==> config.mk <==
export PLATFORM = sky130hd
export DESIGN_NAME = isa_slave
export DESIGN_NICKNAME = d
export VERILOG_FILES = /design/src/isa_pkg.sv /design/src/isa_sync.sv /design/src/isa_slave.sv
export SDC_FILE = /design/constraint.sdc
export NUM_CORES = 1
export LEC_CHECK = 0
export BUFFER_PORTS_ARGS = -buffer_cell sky130_fd_sc_hd__buf_2
export CORE_ASPECT_RATIO = 0.6
export CORE_UTILIZATION = 55
export DETAILED_ROUTE_END_ITERATION = 10
export GPL_ROUTABILITY_DRIVEN = 0
export GPL_TIMING_DRIVEN = 1
export PLACE_DENSITY = 0.88
export SLEW_MARGIN = 20
export SYNTH_ARGS = -nofsm -noshare
export SYNTH_HDL_FRONTEND = slang
export SYNTH_SLANG_ARGS = --single-unit
export TNS_END_PERCENT = 1
==> constraint.sdc <==
create_clock -name sys_clk -period 6.1 [get_ports sys_clk]
set_input_delay 0 -clock sys_clk [delete_from_list [all_inputs] [get_ports sys_clk]]
set_output_delay 0 -clock sys_clk [all_outputs]
set_load 0.05 [all_outputs]
==> src/isa_pkg.sv <==
// Shared constants and types for the I2C slave address match and receive block
package isa_pkg;

  // Slave mode selection (two address widths, with or without start/stop interrupts)
  typedef enum logic [1:0] {
    ISA_MODE_7BIT      = 2'b00,
    ISA_MODE_10BIT     = 2'b01,
    ISA_MODE_7BIT_SP   = 2'b10,
    ISA_MODE_10BIT_SP  = 2'b11
  } isa_mode_t;

  // Receiver state
  typedef enum logic [2:0] {
    ISA_ST_IDLE  = 3'b000,
    ISA_ST_SHIFT = 3'b001,
    ISA_ST_ACK   = 3'b010,
    ISA_ST_ACKHI = 3'b011,
    ISA_ST_IGN   = 3'b100
  } isa_state_t;

  // Byte phase within a transaction
  typedef enum logic [1:0] {
    ISA_PH_ADDR  = 2'b00,
    ISA_PH_ADLO  = 2'b01,
    ISA_PH_DATA  = 2'b10
  } isa_phase_t;

  localparam logic [4:0] ISA_TEN_BIT_HDR = 5'h1e;
  localparam logic [3:0] ISA_BITS_PER_BYTE = 4'h8;
  localparam logic [3:0] ISA_BIT_ZERO = 4'h0;
  localparam int ISA_A9_POS = 2;
  localparam int ISA_A8_POS = 1;
  localparam int ISA_MODE_TEN_POS = 0;
  localparam int ISA_MODE_SP_POS = 1;

endpackage

==> src/isa_sync.sv <==
// Two-flop synchroniser with edge detection for one bus line
`timescale 1ns/1ps
module isa_sync (
  // Clock and reset
  input wire logic sys_clk,
  input wire logic rst,
  // Line in
  input wire logic line_in,
  // Synchronised level and edges
  output logic level,
  output logic rise,
  output logic fall
);

  logic meta_r;
  logic sync_r;
  logic prev_r;

  // Idle bus level is high, so reset to one avoids a false edge
  always_ff @(posedge sys_clk) begin
    if (rst) begin
      meta_r <= 1'b1;
      sync_r <= 1'b1;
      prev_r <= 1'b1;
    end else begin
      meta_r <= line_in;
      sync_r <= meta_r;
      prev_r <= sync_r;
    end
  end

  assign level = sync_r;
  assign rise = sync_r & ~prev_r;
  assign fall = ~sync_r & prev_r;

endmodule

==> src/isa_slave.sv <==
// I2C slave receive path: address matching, acknowledge control and clock stretching
// Overview of operation
// - Mode input picks 7-bit or 10-bit addressing, each with or without start/stop irq.
// - Start/stop irq modes also flag irq on start, restart and stop.
// - First byte after start compared with primary address; match buffers and flags.
// - Primary mask bits mark address bits that take part in the compare; cleared mask bits are ignored.
// - Secondary 7-bit address with its own mask matches the same way.
// - In 7-bit mode the read/write bit is left out of the compare.
// - 10-bit high byte must be 11110, A9, A8, 0; A9/A8 from address bits 2,1.
// - After acking a 10-bit high write byte, set update flag and hold SCL low.
// - 10-bit low byte compared in full; always flag irq, update and hold SCL.
// - Writing the own address clears the update flag and releases SCL.
// - 10-bit read needs a prior full write match before restart with read.
// - Matching write address clears status read/write, buffers byte and acks.
// - Address is nacked when buffer full or overflow set, unless overwrite enabled.
// - Irq flag set for acked, held and 10-bit low bytes, not for ignored or nacked ones; only software clears it.
// - With stretch enabled SCL is held after each acked byte other than a 10-bit high write byte until release is set.
// - Start-seen and stop-seen status bits follow bus conditions.
// - Buffer full sets on a load and clears when software reads the buffer.
// - Without hold the block acks each data byte that does not overflow and flags irq on its 8th falling edge, as the ack slot starts.
// - With hold, 8th falling edge of matched byte flags irq and holds SCL.
// - Ack-time status tells whether the irq came before or after the ack slot.
// - With hold, software picks the ack level and then releases the clock.
// - With hold, irq after the 9th falling edge on ack, not on nack.
// - Without hold the hardware acks; with hold the software value is sent.
// - Ack-time set after the 8th falling edge, only while a hold is enabled.
// - A restart resets the slave logic just like a start.
`timescale 1ns/1ps
module isa_slave
  import isa_pkg::*;
(
  // Clock and reset
  input wire logic sys_clk,
  input wire logic rst,
  // Bus pins
  input wire logic scl_in,
  output logic scl_out,
  output logic scl_oe,
  input wire logic sda_in,
  output logic sda_out,
  output logic sda_oe,
  // Configuration
  input wire logic [1:0] port_mode_select,
  input wire logic [7:0] own_address_primary,
  input wire logic own_address_primary_wr,
  input wire logic [7:0] own_address_secondary,
  input wire logic [7:0] address_mask_primary,
  input wire logic [7:0] address_mask_secondary,
  input wire logic stretch_enable,
  input wire logic address_hold_enable,
  input wire logic data_hold_enable,
  input wire logic buffer_overwrite_enable,
  input wire logic ack_data_select,
  // Software strobes
  input wire logic clock_release_set,
  input wire logic receive_buffer_rd,
  input wire logic port_irq_clear,
  input wire logic overflow_clear,
  // Status
  output logic [7:0] receive_buffer,
  output logic buffer_full_flag,
  output logic receive_overflow_flag,
  output logic port_irq_flag,
  output logic update_address_flag,
  output logic clock_release_bit,
  output logic ack_time_status,
  output logic read_write_status,
  output logic data_address_status,
  output logic start_seen,
  output logic stop_seen
);

  logic scl_s, scl_rise, scl_fall;
  logic sda_s, sda_rise, sda_fall;

  isa_sync u_scl (.sys_clk(sys_clk), .rst(rst), .line_in(scl_in), .level(scl_s), .rise(scl_rise),
    .fall(scl_fall));
  isa_sync u_sda (.sys_clk(sys_clk), .rst(rst), .line_in(sda_in), .level(sda_s), .rise(sda_rise),
    .fall(sda_fall));

  isa_state_t state_r, state_nxt;
  isa_phase_t phase_r;
  logic [7:0] shift_r;
  logic [3:0] bit_cnt_r;
  logic ack_drive_r;
  logic ten_matched_r;
  logic buf_full_r, ovf_r, irq_r, ua_r, ckp_r, ack_time_status_r, rw_r, da_r, start_r, stop_r;
  logic [7:0] rxbuf_r;
  logic low_pending_r;

  // Address compare helpers
  function automatic logic match7(input logic [7:0] rx, input logic [7:0] own, input logic [7:0] msk);
    match7 = (((rx ^ own) & msk) >> 1) == 8'h00;
  endfunction

  wire isa_mode_t mode = isa_mode_t'(port_mode_select);
  wire ten_bit = (mode == ISA_MODE_10BIT) | (mode == ISA_MODE_10BIT_SP);
  wire sp_irq = port_mode_select[ISA_MODE_SP_POS];
  wire hold_en = address_hold_enable | data_hold_enable;
  wire start_ev = sda_fall & scl_s;
  wire stop_ev = sda_rise & scl_s;
  wire byte_done = (state_r == ISA_ST_SHIFT) && scl_fall && (bit_cnt_r == ISA_BITS_PER_BYTE);
  wire [7:0] rx_byte = shift_r;
  wire hi_pattern = {rx_byte[7:3], rx_byte[0]} == {ISA_TEN_BIT_HDR, 1'b0};
  wire hi_match = (rx_byte[7:3] == ISA_TEN_BIT_HDR) &&
                  (rx_byte[2] == own_address_primary[ISA_A9_POS]) &&
                  (rx_byte[1] == own_address_primary[ISA_A8_POS]);
  wire hi_write_match = hi_match && hi_pattern;
  wire hi_read_match = hi_match && rx_byte[0] && ten_matched_r;
  wire m7 = match7(rx_byte, own_address_primary, address_mask_primary) |
            match7(rx_byte, own_address_secondary, address_mask_secondary);
  wire lo_match = rx_byte == own_address_primary;
  wire overflow = (buf_full_r | ovf_r) & ~buffer_overwrite_enable;
  wire overwrite_ok = buffer_overwrite_enable | ~buf_full_r;
  wire addr_hit = (phase_r == ISA_PH_ADDR) && (ten_bit ? (hi_write_match | hi_read_match) : m7);
  wire lo_byte = phase_r == ISA_PH_ADLO;
  wire data_byte = phase_r == ISA_PH_DATA;
  wire accept = addr_hit | (lo_byte & lo_match) | data_byte;
  wire hw_ack = accept & ~overflow;
  wire hold_now = byte_done && accept &&
                  ((addr_hit & address_hold_enable) | (data_byte & data_hold_enable));
  wire load_buf = byte_done & accept & overwrite_ok;
  wire ack_slot_end = (state_r == ISA_ST_ACK) && scl_fall;
  wire acked = ack_slot_end & ack_drive_r;
  // Raised when the ack slot ends, so the address hold never blocks the ack clock itself
  // High byte only after an ack; low byte always, matched or not
  wire need_ua = ack_slot_end & ten_bit &
                 (((phase_r == ISA_PH_ADLO) & ack_drive_r) | low_pending_r);
  wire hw_hold_ack = acked & stretch_enable & data_byte;
  wire byte_irq = (byte_done & accept & ~hold_now & (hw_ack | lo_byte)) | (byte_done & lo_byte) |
                  (hold_now) | (acked & hold_en);

  // Bit shifting and framing
  always_comb begin
    state_nxt = state_r;
    case (state_r)
      ISA_ST_IDLE: state_nxt = ISA_ST_IDLE;
      ISA_ST_SHIFT: begin
        if (byte_done) begin
          state_nxt = ((phase_r == ISA_PH_ADDR) & ~addr_hit) ? ISA_ST_IGN : ISA_ST_ACK;
        end
      end
      ISA_ST_ACK: begin
        if (scl_fall) begin
          state_nxt = ack_drive_r ? ISA_ST_SHIFT : ISA_ST_IGN;
        end
      end
      ISA_ST_ACKHI: state_nxt = ISA_ST_SHIFT;
      ISA_ST_IGN: state_nxt = ISA_ST_IGN;
      default: state_nxt = ISA_ST_IDLE;
    endcase
    if (start_ev) begin
      state_nxt = ISA_ST_SHIFT;
    end else if (stop_ev) begin
      state_nxt = ISA_ST_IDLE;
    end
  end

  always_ff @(posedge sys_clk) begin
    if (rst) begin
      state_r <= ISA_ST_IDLE;
      phase_r <= ISA_PH_ADDR;
      shift_r <= 8'h00;
      bit_cnt_r <= ISA_BIT_ZERO;
      ack_drive_r <= 1'b0;
      ten_matched_r <= 1'b0;
      low_pending_r <= 1'b0;
    end else begin
      state_r <= state_nxt;
      if (start_ev) begin
        phase_r <= ISA_PH_ADDR;
        bit_cnt_r <= ISA_BIT_ZERO;
        ack_drive_r <= 1'b0;
      end else if (stop_ev) begin
        ack_drive_r <= 1'b0;
        ten_matched_r <= 1'b0;
      end else begin
        if (state_r == ISA_ST_SHIFT && scl_rise) begin
          shift_r <= {shift_r[6:0], sda_s};
          bit_cnt_r <= bit_cnt_r + 4'h1;
        end
        if (byte_done) begin
          bit_cnt_r <= ISA_BIT_ZERO;
          // Hold mode waits for software; the choice is latched on release
          ack_drive_r <= hold_now ? 1'b0 : hw_ack;
          if (ten_bit && phase_r == ISA_PH_ADDR && hi_read_match) begin
            phase_r <= ISA_PH_DATA;
          end else if (ten_bit && phase_r == ISA_PH_ADDR && hi_write_match) begin
            phase_r <= ISA_PH_ADLO;
          end else if (lo_byte) begin
            ten_matched_r <= lo_match;
            low_pending_r <= 1'b1;
            phase_r <= lo_match ? ISA_PH_DATA : ISA_PH_ADDR;
          end else if (addr_hit) begin
            phase_r <= ISA_PH_DATA;
          end
        end
        if (hold_en && clock_release_set && ack_time_status_r) begin
          ack_drive_r <= ~ack_data_select;
        end
        if (ack_slot_end) begin
          ack_drive_r <= 1'b0;
          low_pending_r <= 1'b0;
        end
      end
    end
  end

  // Status flags; a set in the same cycle as a clear wins, except the release bit, where a hold beats a release
  always_ff @(posedge sys_clk) begin
    if (rst) begin
      buf_full_r <= 1'b0;
      ovf_r <= 1'b0;
      irq_r <= 1'b0;
      ua_r <= 1'b0;
      ckp_r <= 1'b1;
      ack_time_status_r <= 1'b0;
      rw_r <= 1'b0;
      da_r <= 1'b0;
      start_r <= 1'b0;
      stop_r <= 1'b0;
      rxbuf_r <= 8'h00;
    end else begin
      if (load_buf) begin
        rxbuf_r <= rx_byte;
        buf_full_r <= 1'b1;
        da_r <= data_byte;
        if (addr_hit) begin
          rw_r <= rx_byte[0];
        end
      end else if (receive_buffer_rd) begin
        buf_full_r <= 1'b0;
      end
      if (byte_done & accept & ~overwrite_ok) begin
        ovf_r <= 1'b1;
      end else if (overflow_clear) begin
        ovf_r <= 1'b0;
      end
      if (byte_irq | ((start_ev | stop_ev) & sp_irq)) begin
        irq_r <= 1'b1;
      end else if (port_irq_clear) begin
        irq_r <= 1'b0;
      end
      if (need_ua) begin
        ua_r <= 1'b1;
      end else if (own_address_primary_wr) begin
        ua_r <= 1'b0;
      end
      if (hold_now | hw_hold_ack) begin
        ckp_r <= 1'b0;
      end else if (clock_release_set) begin
        ckp_r <= 1'b1;
      end
      if (hold_now & hold_en) begin
        ack_time_status_r <= 1'b1;
      end else if (ack_slot_end | start_ev | stop_ev) begin
        ack_time_status_r <= 1'b0;
      end
      if (start_ev) begin
        start_r <= 1'b1;
        stop_r <= 1'b0;
      end else if (stop_ev) begin
        stop_r <= 1'b1;
        start_r <= 1'b0;
      end
    end
  end

  // SCL held low while release bit clear or address update pending
  // Only pulled while SCL is already low, so a master high phase is never cut short
  wire scl_hold = (~ckp_r | ua_r) & ~scl_s;
  wire hold_pending = ack_time_status_r & ~ckp_r;
  wire sda_ack = (state_r == ISA_ST_ACK) & ack_drive_r & ~hold_pending;

  assign scl_out = 1'b0;
  assign scl_oe = scl_hold;
  assign sda_out = 1'b0;
  assign sda_oe = sda_ack;
  assign receive_buffer = rxbuf_r;
  assign buffer_full_flag = buf_full_r;
  assign receive_overflow_flag = ovf_r;
  assign port_irq_flag = irq_r;
  assign update_address_flag = ua_r;
  assign clock_release_bit = ckp_r;
  assign ack_time_status = ack_time_status_r;
  assign read_write_status = rw_r;
  assign data_address_status = da_r;
  assign start_seen = start_r;
  assign stop_seen = stop_r;

endmodule

**After elaboration in Yosys (flattened, before gate mapping)**

Index checks and enable logic that the tools add are counted.

- $add $sub $neg: 1
- Reductions and logical operators: 45
- Eq/ne operators: 22
- Bitwise operators: 70
- Multiplexer cells: 42

Operators by type and width:

| cell | number |
|---|---|
| $and 1x1->1 | 31 |
| $mux 1 | 30 |
| $reduce_bool 2->1 | 13 |
| $or 1x1->1 | 20 |
| $logic_and 1x1->1 | 17 |
| $and 8x8->8 | 2 |
| $logic_not 8->1 | 2 |
| $xor 8x8->8 | 2 |
| $not 1->1 | 15 |
| $mux 3 | 4 |
| $ne 2x2->1 const B | 6 |
| $pmux 3 s4 | 1 |
| $mux 2 | 5 |
| $eq 8x8->1 | 1 |
| $mux 4 | 2 |
| $ne 4x4->1 const B | 2 |
| $reduce_and 2->1 | 4 |
| $eq 3x2->1 const B | 2 |
| $eq 6x6->1 const B | 1 |
| $reduce_and 3->1 | 2 |
| $reduce_and 6->1 | 1 |
| $eq 5x5->1 const B | 1 |
| $reduce_and 5->1 | 1 |
| $add 4x1->4 const B | 1 |
| other kinds (11) | 14 |

- Bits in registers: 44
- Word-level logic and storage cells: 205
- Input bits: 48
- Output and inout bits: 22

**Logic depth before layout (Yosys ltp)**

Gate-level depths: netlist of the first run.

- Depth after elaboration: 20
- Gate-level depth with buffers: 8
- Gate-level depth less buffers: 7

**Modules after synthesis**

Synthesis of the first run repeated with hierarchy kept, for this count alone.

- Cells, all modules: 278
- Area total of the unflattened synthesis: 2316.0 um^2

By module, submodules not included:

| module | cells an instance | seq. area each (um^2) | area each (um^2) | times used |
|---|---|---|---|---|
| isa_slave | 262 | 760.7 | 2130.8 | 1 |
| isa_sync | 8 | 60.1 | 92.6 | 2 |

**Worst setup path after synthesis of the first run**

No wires, ideal clock.

- Path type: reg2reg
- From: reg shift_r[4] (netlist: rx_byte[4])
- To: reg rxbuf_r[1] (netlist: receive_buffer[1])
- Cell stages (with the launch flop): 8
- Library setup time: 132 ps
- Clock period less this slack: 2095 ps
- Setup slack: 4005 ps
- Required time: 5968 ps
- Buffers on the path: 1
- Data arrival time: 1963 ps
- Path through: dfxtp_1 -> buf_6 -> xor2_1 -> or4_4 -> o41ai_4 -> o211ai_2 -> o31ai_1 -> a21oi_1

- Cells in the longest elaborated chain, start to end: 12
- Elaborated cells on any way between the ends: 23
- Those cells by class: eq/ne: 3; mux: 1; bitwise: 11; reduce/logical: 8

RTL lines:

| what | RTL line | text |
|---|---|---|
| start, declared | isa_slave.sv:83 | `logic [7:0] shift_r;` |
| start signal, assigned | isa_slave.sv:179 | `shift_r <= {shift_r[6:0], sda_s};` |
| $eq 5x5->1 | isa_slave.sv:105 | `wire hi_match = (rx_byte[7:3] == ISA_TEN_BIT_HDR) &&` |
| $logic_and 1x1->1 | isa_slave.sv:105 |  |
| $logic_and 1x1->1 | isa_slave.sv:106 | `(rx_byte[2] == own_address_primary[ISA_A9_POS]) &&` |
| $logic_and 1x1->1 (2 in series) | isa_slave.sv:109 | `wire hi_read_match = hi_match && rx_byte[0] && ten_matched_r;` |
| $or 1x1->1 | isa_slave.sv:115 | `wire addr_hit = (phase_r == ISA_PH_ADDR) && (ten_bit ? (hi_write_match \| hi_read_match) : m7);` |
| $mux 1 | isa_slave.sv:115 |  |
| $logic_and 1x1->1 | isa_slave.sv:115 |  |
| $or 1x1->1 (*) (2 in series) | isa_slave.sv:118 | `wire accept = addr_hit \| (lo_byte & lo_match) \| data_byte;` |
| $and 1x1->1 (*) (2 in series) | isa_slave.sv:122 | `wire load_buf = byte_done & accept & overwrite_ok;` |
| end signal, assigned | isa_slave.sv:225 | `rxbuf_r <= rx_byte;` |
| end, declared | isa_slave.sv:88 | `logic [7:0] rxbuf_r;` |

Mark *: on every way between the ends. The rest lies on a longest branch, timed or not.
A chain may end at the register's enable or synchronous reset.

**Worst setup path in the final report of the first run**

- From: reg shift_r[4] (netlist: rx_byte[4])
- To: reg rxbuf_r[5] (netlist: receive_buffer[5])

Same word-level chain as after synthesis.

==> results of run 1 <==
[layout by cell type, fill, tap and decap left out, types with 2 or more instances in the layout]
cell type,count
o31ai_1,9
a31o_2,2
and4_1,2
o22ai_1,2
inv_1,10
conb_1,2
dlygate4sd3_1,5
nand2b_1,12
nand3_1,15
nor2b_1,3
o211ai_1,2
a21o_1,3
nor2_1,22
buf_2,64
clkbuf_8,5
ha_1,2
nand4_1,10
nand2_1,20
nor3_1,6
xor2_1,17
mux2i_1,2
a31oi_1,4
and2_1,4
a222oi_1,2
or3_1,2
a21oi_1,33
a22oi_1,5
o21ai_0,8
dfxtp_1,44
xnor2_1,3
or2_2,7
[sequential cells by signal, indices dropped and copies added (netlist names), 2 cells and up]
name / flops
state_r: 3
phase_r: 2
bit_cnt_r: 4
rx_byte: 8
receive_buffer: 8
[stage by stage]
step	total power [µW]	setup slack, ns
CTS	532	3.71
global placement	357	3.81
floorplan	336	4.01
global route	551	3.59
detailed placement	358	3.72
finish	530	3.71
[layout make-up]
class	instances	area, µm²
fill	348	1320
multi-input combinational	217	1360
inverter	10	37.5
sequential	44	881
clock inverter	2	12.5
timing repair buffer	69	370
tap	60	75.1
clock buffer	5	68.8
[repair_timing]
item,CTS,global route
setup endpoints to repair,0,0
hold buffers,5,0
hold endpoints to repair,5,0
[power by group]
part / total [µW] / internal [µW] / switching (µW)
logic: 62.3 / 26.0 / 36.3
clock network: 175 / 77.6 / 97.6
registers: 293 / 290 / 3.01
[critical path, cell delays in order (launching register included)]
cell and delay [ns]:
dfxtp_1 0.50, xor2_1 0.15, or4_4 0.58, o41ai_4 0.35
o211ai_2 0.28, o31ai_1 0.29, a21oi_1 0.11
[routing by layer]
layer / wire length [µm] / part of all wire / up-vias
li1: - / - / 1151
met1: 3000 / 0.48 / 1064
met2: 2480 / 0.40 / 144
met3: 657 / 0.11 / 7
met4: 44 / 0.0071 / 0
met5: 0 / 0 / -
[how the worst min path moves through the flow]
stage / end / slack (ns) / startpoint / cells after the start
2_1_floorplan: u_scl.meta_r / 0.10 / scl_in / 1
3_3_place_gp: u_scl.meta_r / 0.18 / scl_in / 2
3_5_place_dp: u_scl.meta_r / 0.19 / scl_in / 2
4_1_cts: clock_release_bit / 0.03 / stretch_enable / 3
5_1_grt: clock_release_bit / 0.05 / stretch_enable / 3
6_report: clock_release_bit / 0.04 / stretch_enable / 3
[kinds of logic (layout without fill, tap and decap cells)]
logic type / after synthesis / count (layout) / synth area share
AND/OR/NAND/NOR: 109 / 109 / 0.242
other: 1 / 2 / 0.00158
adder cells (fa/ha/maj): 2 / 2 / 0.0106
flip-flops: 44 / 44 / 0.372
multiplexers: 2 / 2 / 0.00846
XOR/XNOR: 20 / 20 / 0.0740
AO/OA/AOI/OAI: 82 / 82 / 0.237
buffers and inverters: 28 / 86 / 0.0544
==> flow_metrics.tcl, run 1 <==
set metrics [dict create \
    synth_top_area_frac 0.372 \
    fp.dieW_um 86.7 \
    finalInstanceArea_mm2 0.00281 \
    drv_cap 0 \
    route.detailed.drc 0 \
    fin_skew_ns 0.00622 \
    die_area_mm2 0.00458 \
    area_growth_pct 18.6 \
    nets 397 \
    power.leakage_uw 0.00117 \
    grt-ovfl-total 0 \
    critPathKind "reg2reg" \
    tritoncts "built" \
    first_pass_iters 5 \
    gr-usage-met3 0.0614 \
    rr_worst_depth 6 \
    grt_util_met1 0.403 \
    hold_viol 0 \
    post-cts-setup-buffers 0 \
    netlist_area_mm2 0.00237 \
    diodes 0 \
    grt_pass1_vias 1898 \
    yosysTopAreaCell "dfxtp_1" \
    cts.reportedPaths.clkPinSlew_ns 0.08 \
    whs_ns 0.0393 \
    timing.rr.start "rx_byte[4]" \
    use_met2 0.385 \
    period_minus_slack_ns 2.39 \
    dpl.hpwl_um 4550 \
    clk_latency_ns 0.30 \
    rows 18 \
    vias_per_cell 5.81 \
    arrival_ns 2.55 \
    rsz0062_at_grt "no" \
    die_h_um 52.8 \
    fin_cells 407 \
    ios 70 \
    start_util 0.574 \
    worst-r2r-setup-slack_ns 3.71 \
    status "finished, final reports clean" \
    htree_levels 2 \
    placed_area_mm2 0.00268 \
    timing.critical_path.to "receive_buffer[5]" \
    drt_iter0_markers 247 \
    cts_made_buffers 5 \
    clock_path_buffers 2 \
    synthTopCellsByArea "dfxtp_1 37%, a21oi_1 7.0%, xor2_1 6.3%, nor2_1 3.5%, nand2_1 3.2%" \
    setup_viol 0 \
    worstPathRequired_ns 6.26 \
    synthFlopType "dfxtp_1" \
    fmax_mhz 418 \
    wirelength_um 6180 \
    cp-start-kind "flip-flop" \
    powerDensity_mw_per_mm2 189 \
    final_util 0.681 \
    netlist_instances 288 \
    slew_headroom 0.426 \
    grt-busiest-layer "met1" \
    syn_avg_cell_area_um2 8.22 \
    grt_util_all_layers 0.270 \
    grt_pass1_wl_um 9210 \
    startpoint "rx_byte[4]" \
    synthTopCellsByCount "44 x dfxtp_1, 33 x a21oi_1, 22 x nor2_1" \
    cp_max_fo 9 \
    vias 2366 \
    holdCritPathClass "in2reg" \
    synth.most_common_cell "dfxtp_1" \
    ys_ff_latch 44 \
    drive_gt1_frac 0.242 \
    period_share 0.392 \
    synth_cell_types 50 \
    antenna_found_initial 0 \
    synth.yosys.warnings 0 \
    io_buffers 64 \
    drv_slew 0 \
    wl_per_cell_um 15.2 \
    ys_seq_area_frac 0.372 \
    post-place-cells 395 \
    post_cts_resized 0 \
    synth_edf_count 0 \
    worst_setup_path_end_kind "flip-flop" \
    grt_start_max_net_pins 33 \
    clkSinkCount 44 \
    coreArea_mm2 0.00412 \
    cts_root_buf "clkbuf_8" \
    tightest_slew_ns 0.859 \
    finalSetupTns_ns 0 \
    detail-route-antenna-nets 0 \
    async_flop_share 0 \
    peakVddDrop_mv 0.155 \
    timing.rr.end "receive_buffer[5]" \
]
Note: power is estimated with default switching activity, not from simulation.
==> run 2, diff against run 1 <==
- CORE_UTILIZATION: 55 -> 51
- PLACE_DENSITY: 0.88 -> 0.83
- clock period: 6.1 -> 2.45 ns (I/O delays scaled with it)
==> flow_metrics.tcl, run 2 (synthesized netlist as in run 1, its figures left out) <==
set metrics [dict create \
    use_met2 0.385 \
    switching_power_uw 380 \
    setup_viol 0 \
    whs_ns 0.0182 \
    first_pass_iters 5 \
    route.detailed.drc 0 \
    vias 2411 \
    cts_root_buf "clkbuf_8" \
    powerDensity_mw_per_mm2 510 \
    detail-route-antenna-nets 0 \
    io_buffers 64 \
    cts_made_buffers 5 \
    p_seq_frac 0.494 \
    period_share 0.914 \
    p_clk_frac 0.400 \
    rr_worst_depth 6 \
    critPathSlowestCell "or4_4" \
    n_fill_cell 373 \
    path_depth 6 \
    finalInstanceArea_mm2 0.00289 \
    grt_start_max_net_pins 33 \
    worst_setup_path_end_kind "flip-flop" \
    p_comb_frac 0.106 \
    fin_skew_ns 0.00823 \
    grt_util_met1 0.418 \
    gr-usage-met3 0.0611 \
    drv_cap 0 \
    power.share.switching 0.258 \
    grt-busiest-layer "met1" \
    cp_max_fo 9 \
    clock_path_buffers 2 \
    status "finished, final reports clean" \
    fp.dieW_um 90.0 \
    critPathKind "reg2reg" \
    wl_per_cell_um 15.6 \
    period_minus_slack_ns 2.24 \
    final_cell_mix "64 x buf_2, 44 x dfxtp_1, 33 x a21oi_1, 22 x nor2_1, 20 x nand2_1" \
    dpl.hpwl_um 4860 \
    crit_buf_inv 0 \
    internal_power_uw 1090 \
    hold_buffers 5 \
    rows 18 \
    worstPathRequired_ns 2.62 \
    start_util 0.553 \
    cp_cell_sequence "xor2_1, or4_4, o41ai_4, o211ai_2, o31ai_1, a21oi_1" \
    cts.reportedPaths.clkPinSlew_ns 0.09 \
    antenna_found_initial 0 \
    hold_depth 3 \
    die_h_um 54.8 \
    area_growth_pct 22.2 \
    placed_area_mm2 0.00273 \
    finalSetupTns_ns 0 \
    crit_family "compound AO/OA/AOI/OAI gates" \
    final_common_cell "buf_2" \
    rsz0062_at_grt "no" \
    post-cts-setup-buffers 0 \
    nets 404 \
    arrival_ns 2.42 \
    critical_path.max_stage_delay_ns 0.56 \
    grt_pass1_vias 2039 \
    drive_gt1_frac 0.259 \
    post_cts_resized 0 \
    power.leakage_uw 0.00122 \
    drt_iter0_markers 280 \
    vias_per_cell 5.81 \
    fmax_mhz 446 \
    cp-start-kind "flip-flop" \
    wirelength_um 6480 \
    die_area_mm2 0.00493 \
    hold_viol 0 \
    grt_pass1_wl_um 10300 \
    htree_levels 2 \
    holdCritPathClass "in2reg" \
    clkSinkCount 44 \
    slew_headroom 0.506 \
    clk_latency_ns 0.31 \
    grt-ovfl-total 0 \
    tightest_slew_ns 0.739 \
    peakVddDrop_mv 0.410 \
    drv_slew 0 \
    tritoncts "built" \
    diodes 0 \
    coreArea_mm2 0.00428 \
    ios 70 \
    grt_util_all_layers 0.277 \
]
run 2: cell types whose count changed in the layout (fill, tap and decap cells not counted):
cell and change:
inv_6 +1, buf_4 +7, clkinv_2 -1, bufinv_16 +1
run 2: layout make-up:
type / instances / area [µm²] / share of cell area
clock inverter: 3 / 46.3 / 0.0160
multi-input combinational: 217 / 1360 / 0.471
sequential: 44 / 881 / 0.304
inverter: 10 / 37.5 / 0.0130
clock buffer: 5 / 68.8 / 0.0238
tap: 60 / 75.1 / 0.0260
timing repair buffer: 76 / 423 / 0.146
run 2: path summary, 6_finish.rpt:
kind                                     start                   to  slack (ns)
worst max-delay path                rx_byte[4]  data_address_status        0.21
worst min-delay path            stretch_enable    clock_release_bit        0.02
worst max register to register      rx_byte[4]  data_address_status        0.21
worst min register to register    u_scl.meta_r          u_scl.level        0.42
run 2: stage by stage:
step	utilization	setup slack, ns	std cells	total power [µW]
after floorplan	-	0.355	289	836
after global placement	0.637	0.309	402	890
after detailed placement	0.637	0.244	402	894
after CTS	0.676	0.231	415	1470
after global routing	0.676	0.0576	415	1520
final	0.676	0.209	415	1470
run 2: worst register-to-register path: stages, from the launching register on:
cell,delay (ns)
dfxtp_1,0.33
xor2_1,0.17
or4_4,0.56
o41ai_4,0.35
o211ai_2,0.29
o31ai_1,0.31
a21oi_1,0.09
run 2: per-layer routing:
layer | share of wire | up-vias
li1 | - | 1164
met1 | 0.50 | 1107
met2 | 0.39 | 129
met3 | 0.097 | 11
met4 | 0.010 | 0
met5 | 0 | -
run 2: power by group through the flow:
| stage | combinational [µW] | clock, µW | sequential [µW] |
|---|---|---|---|
| after floorplan | 89.2 | 0 | 747 |
| after global placement | 145 | 0 | 745 |
| after detailed placement | 148 | 0 | 746 |
| after CTS | 155 | 590 | 729 |
| after global routing | 170 | 618 | 730 |
| final | 156 | 590 | 729 |
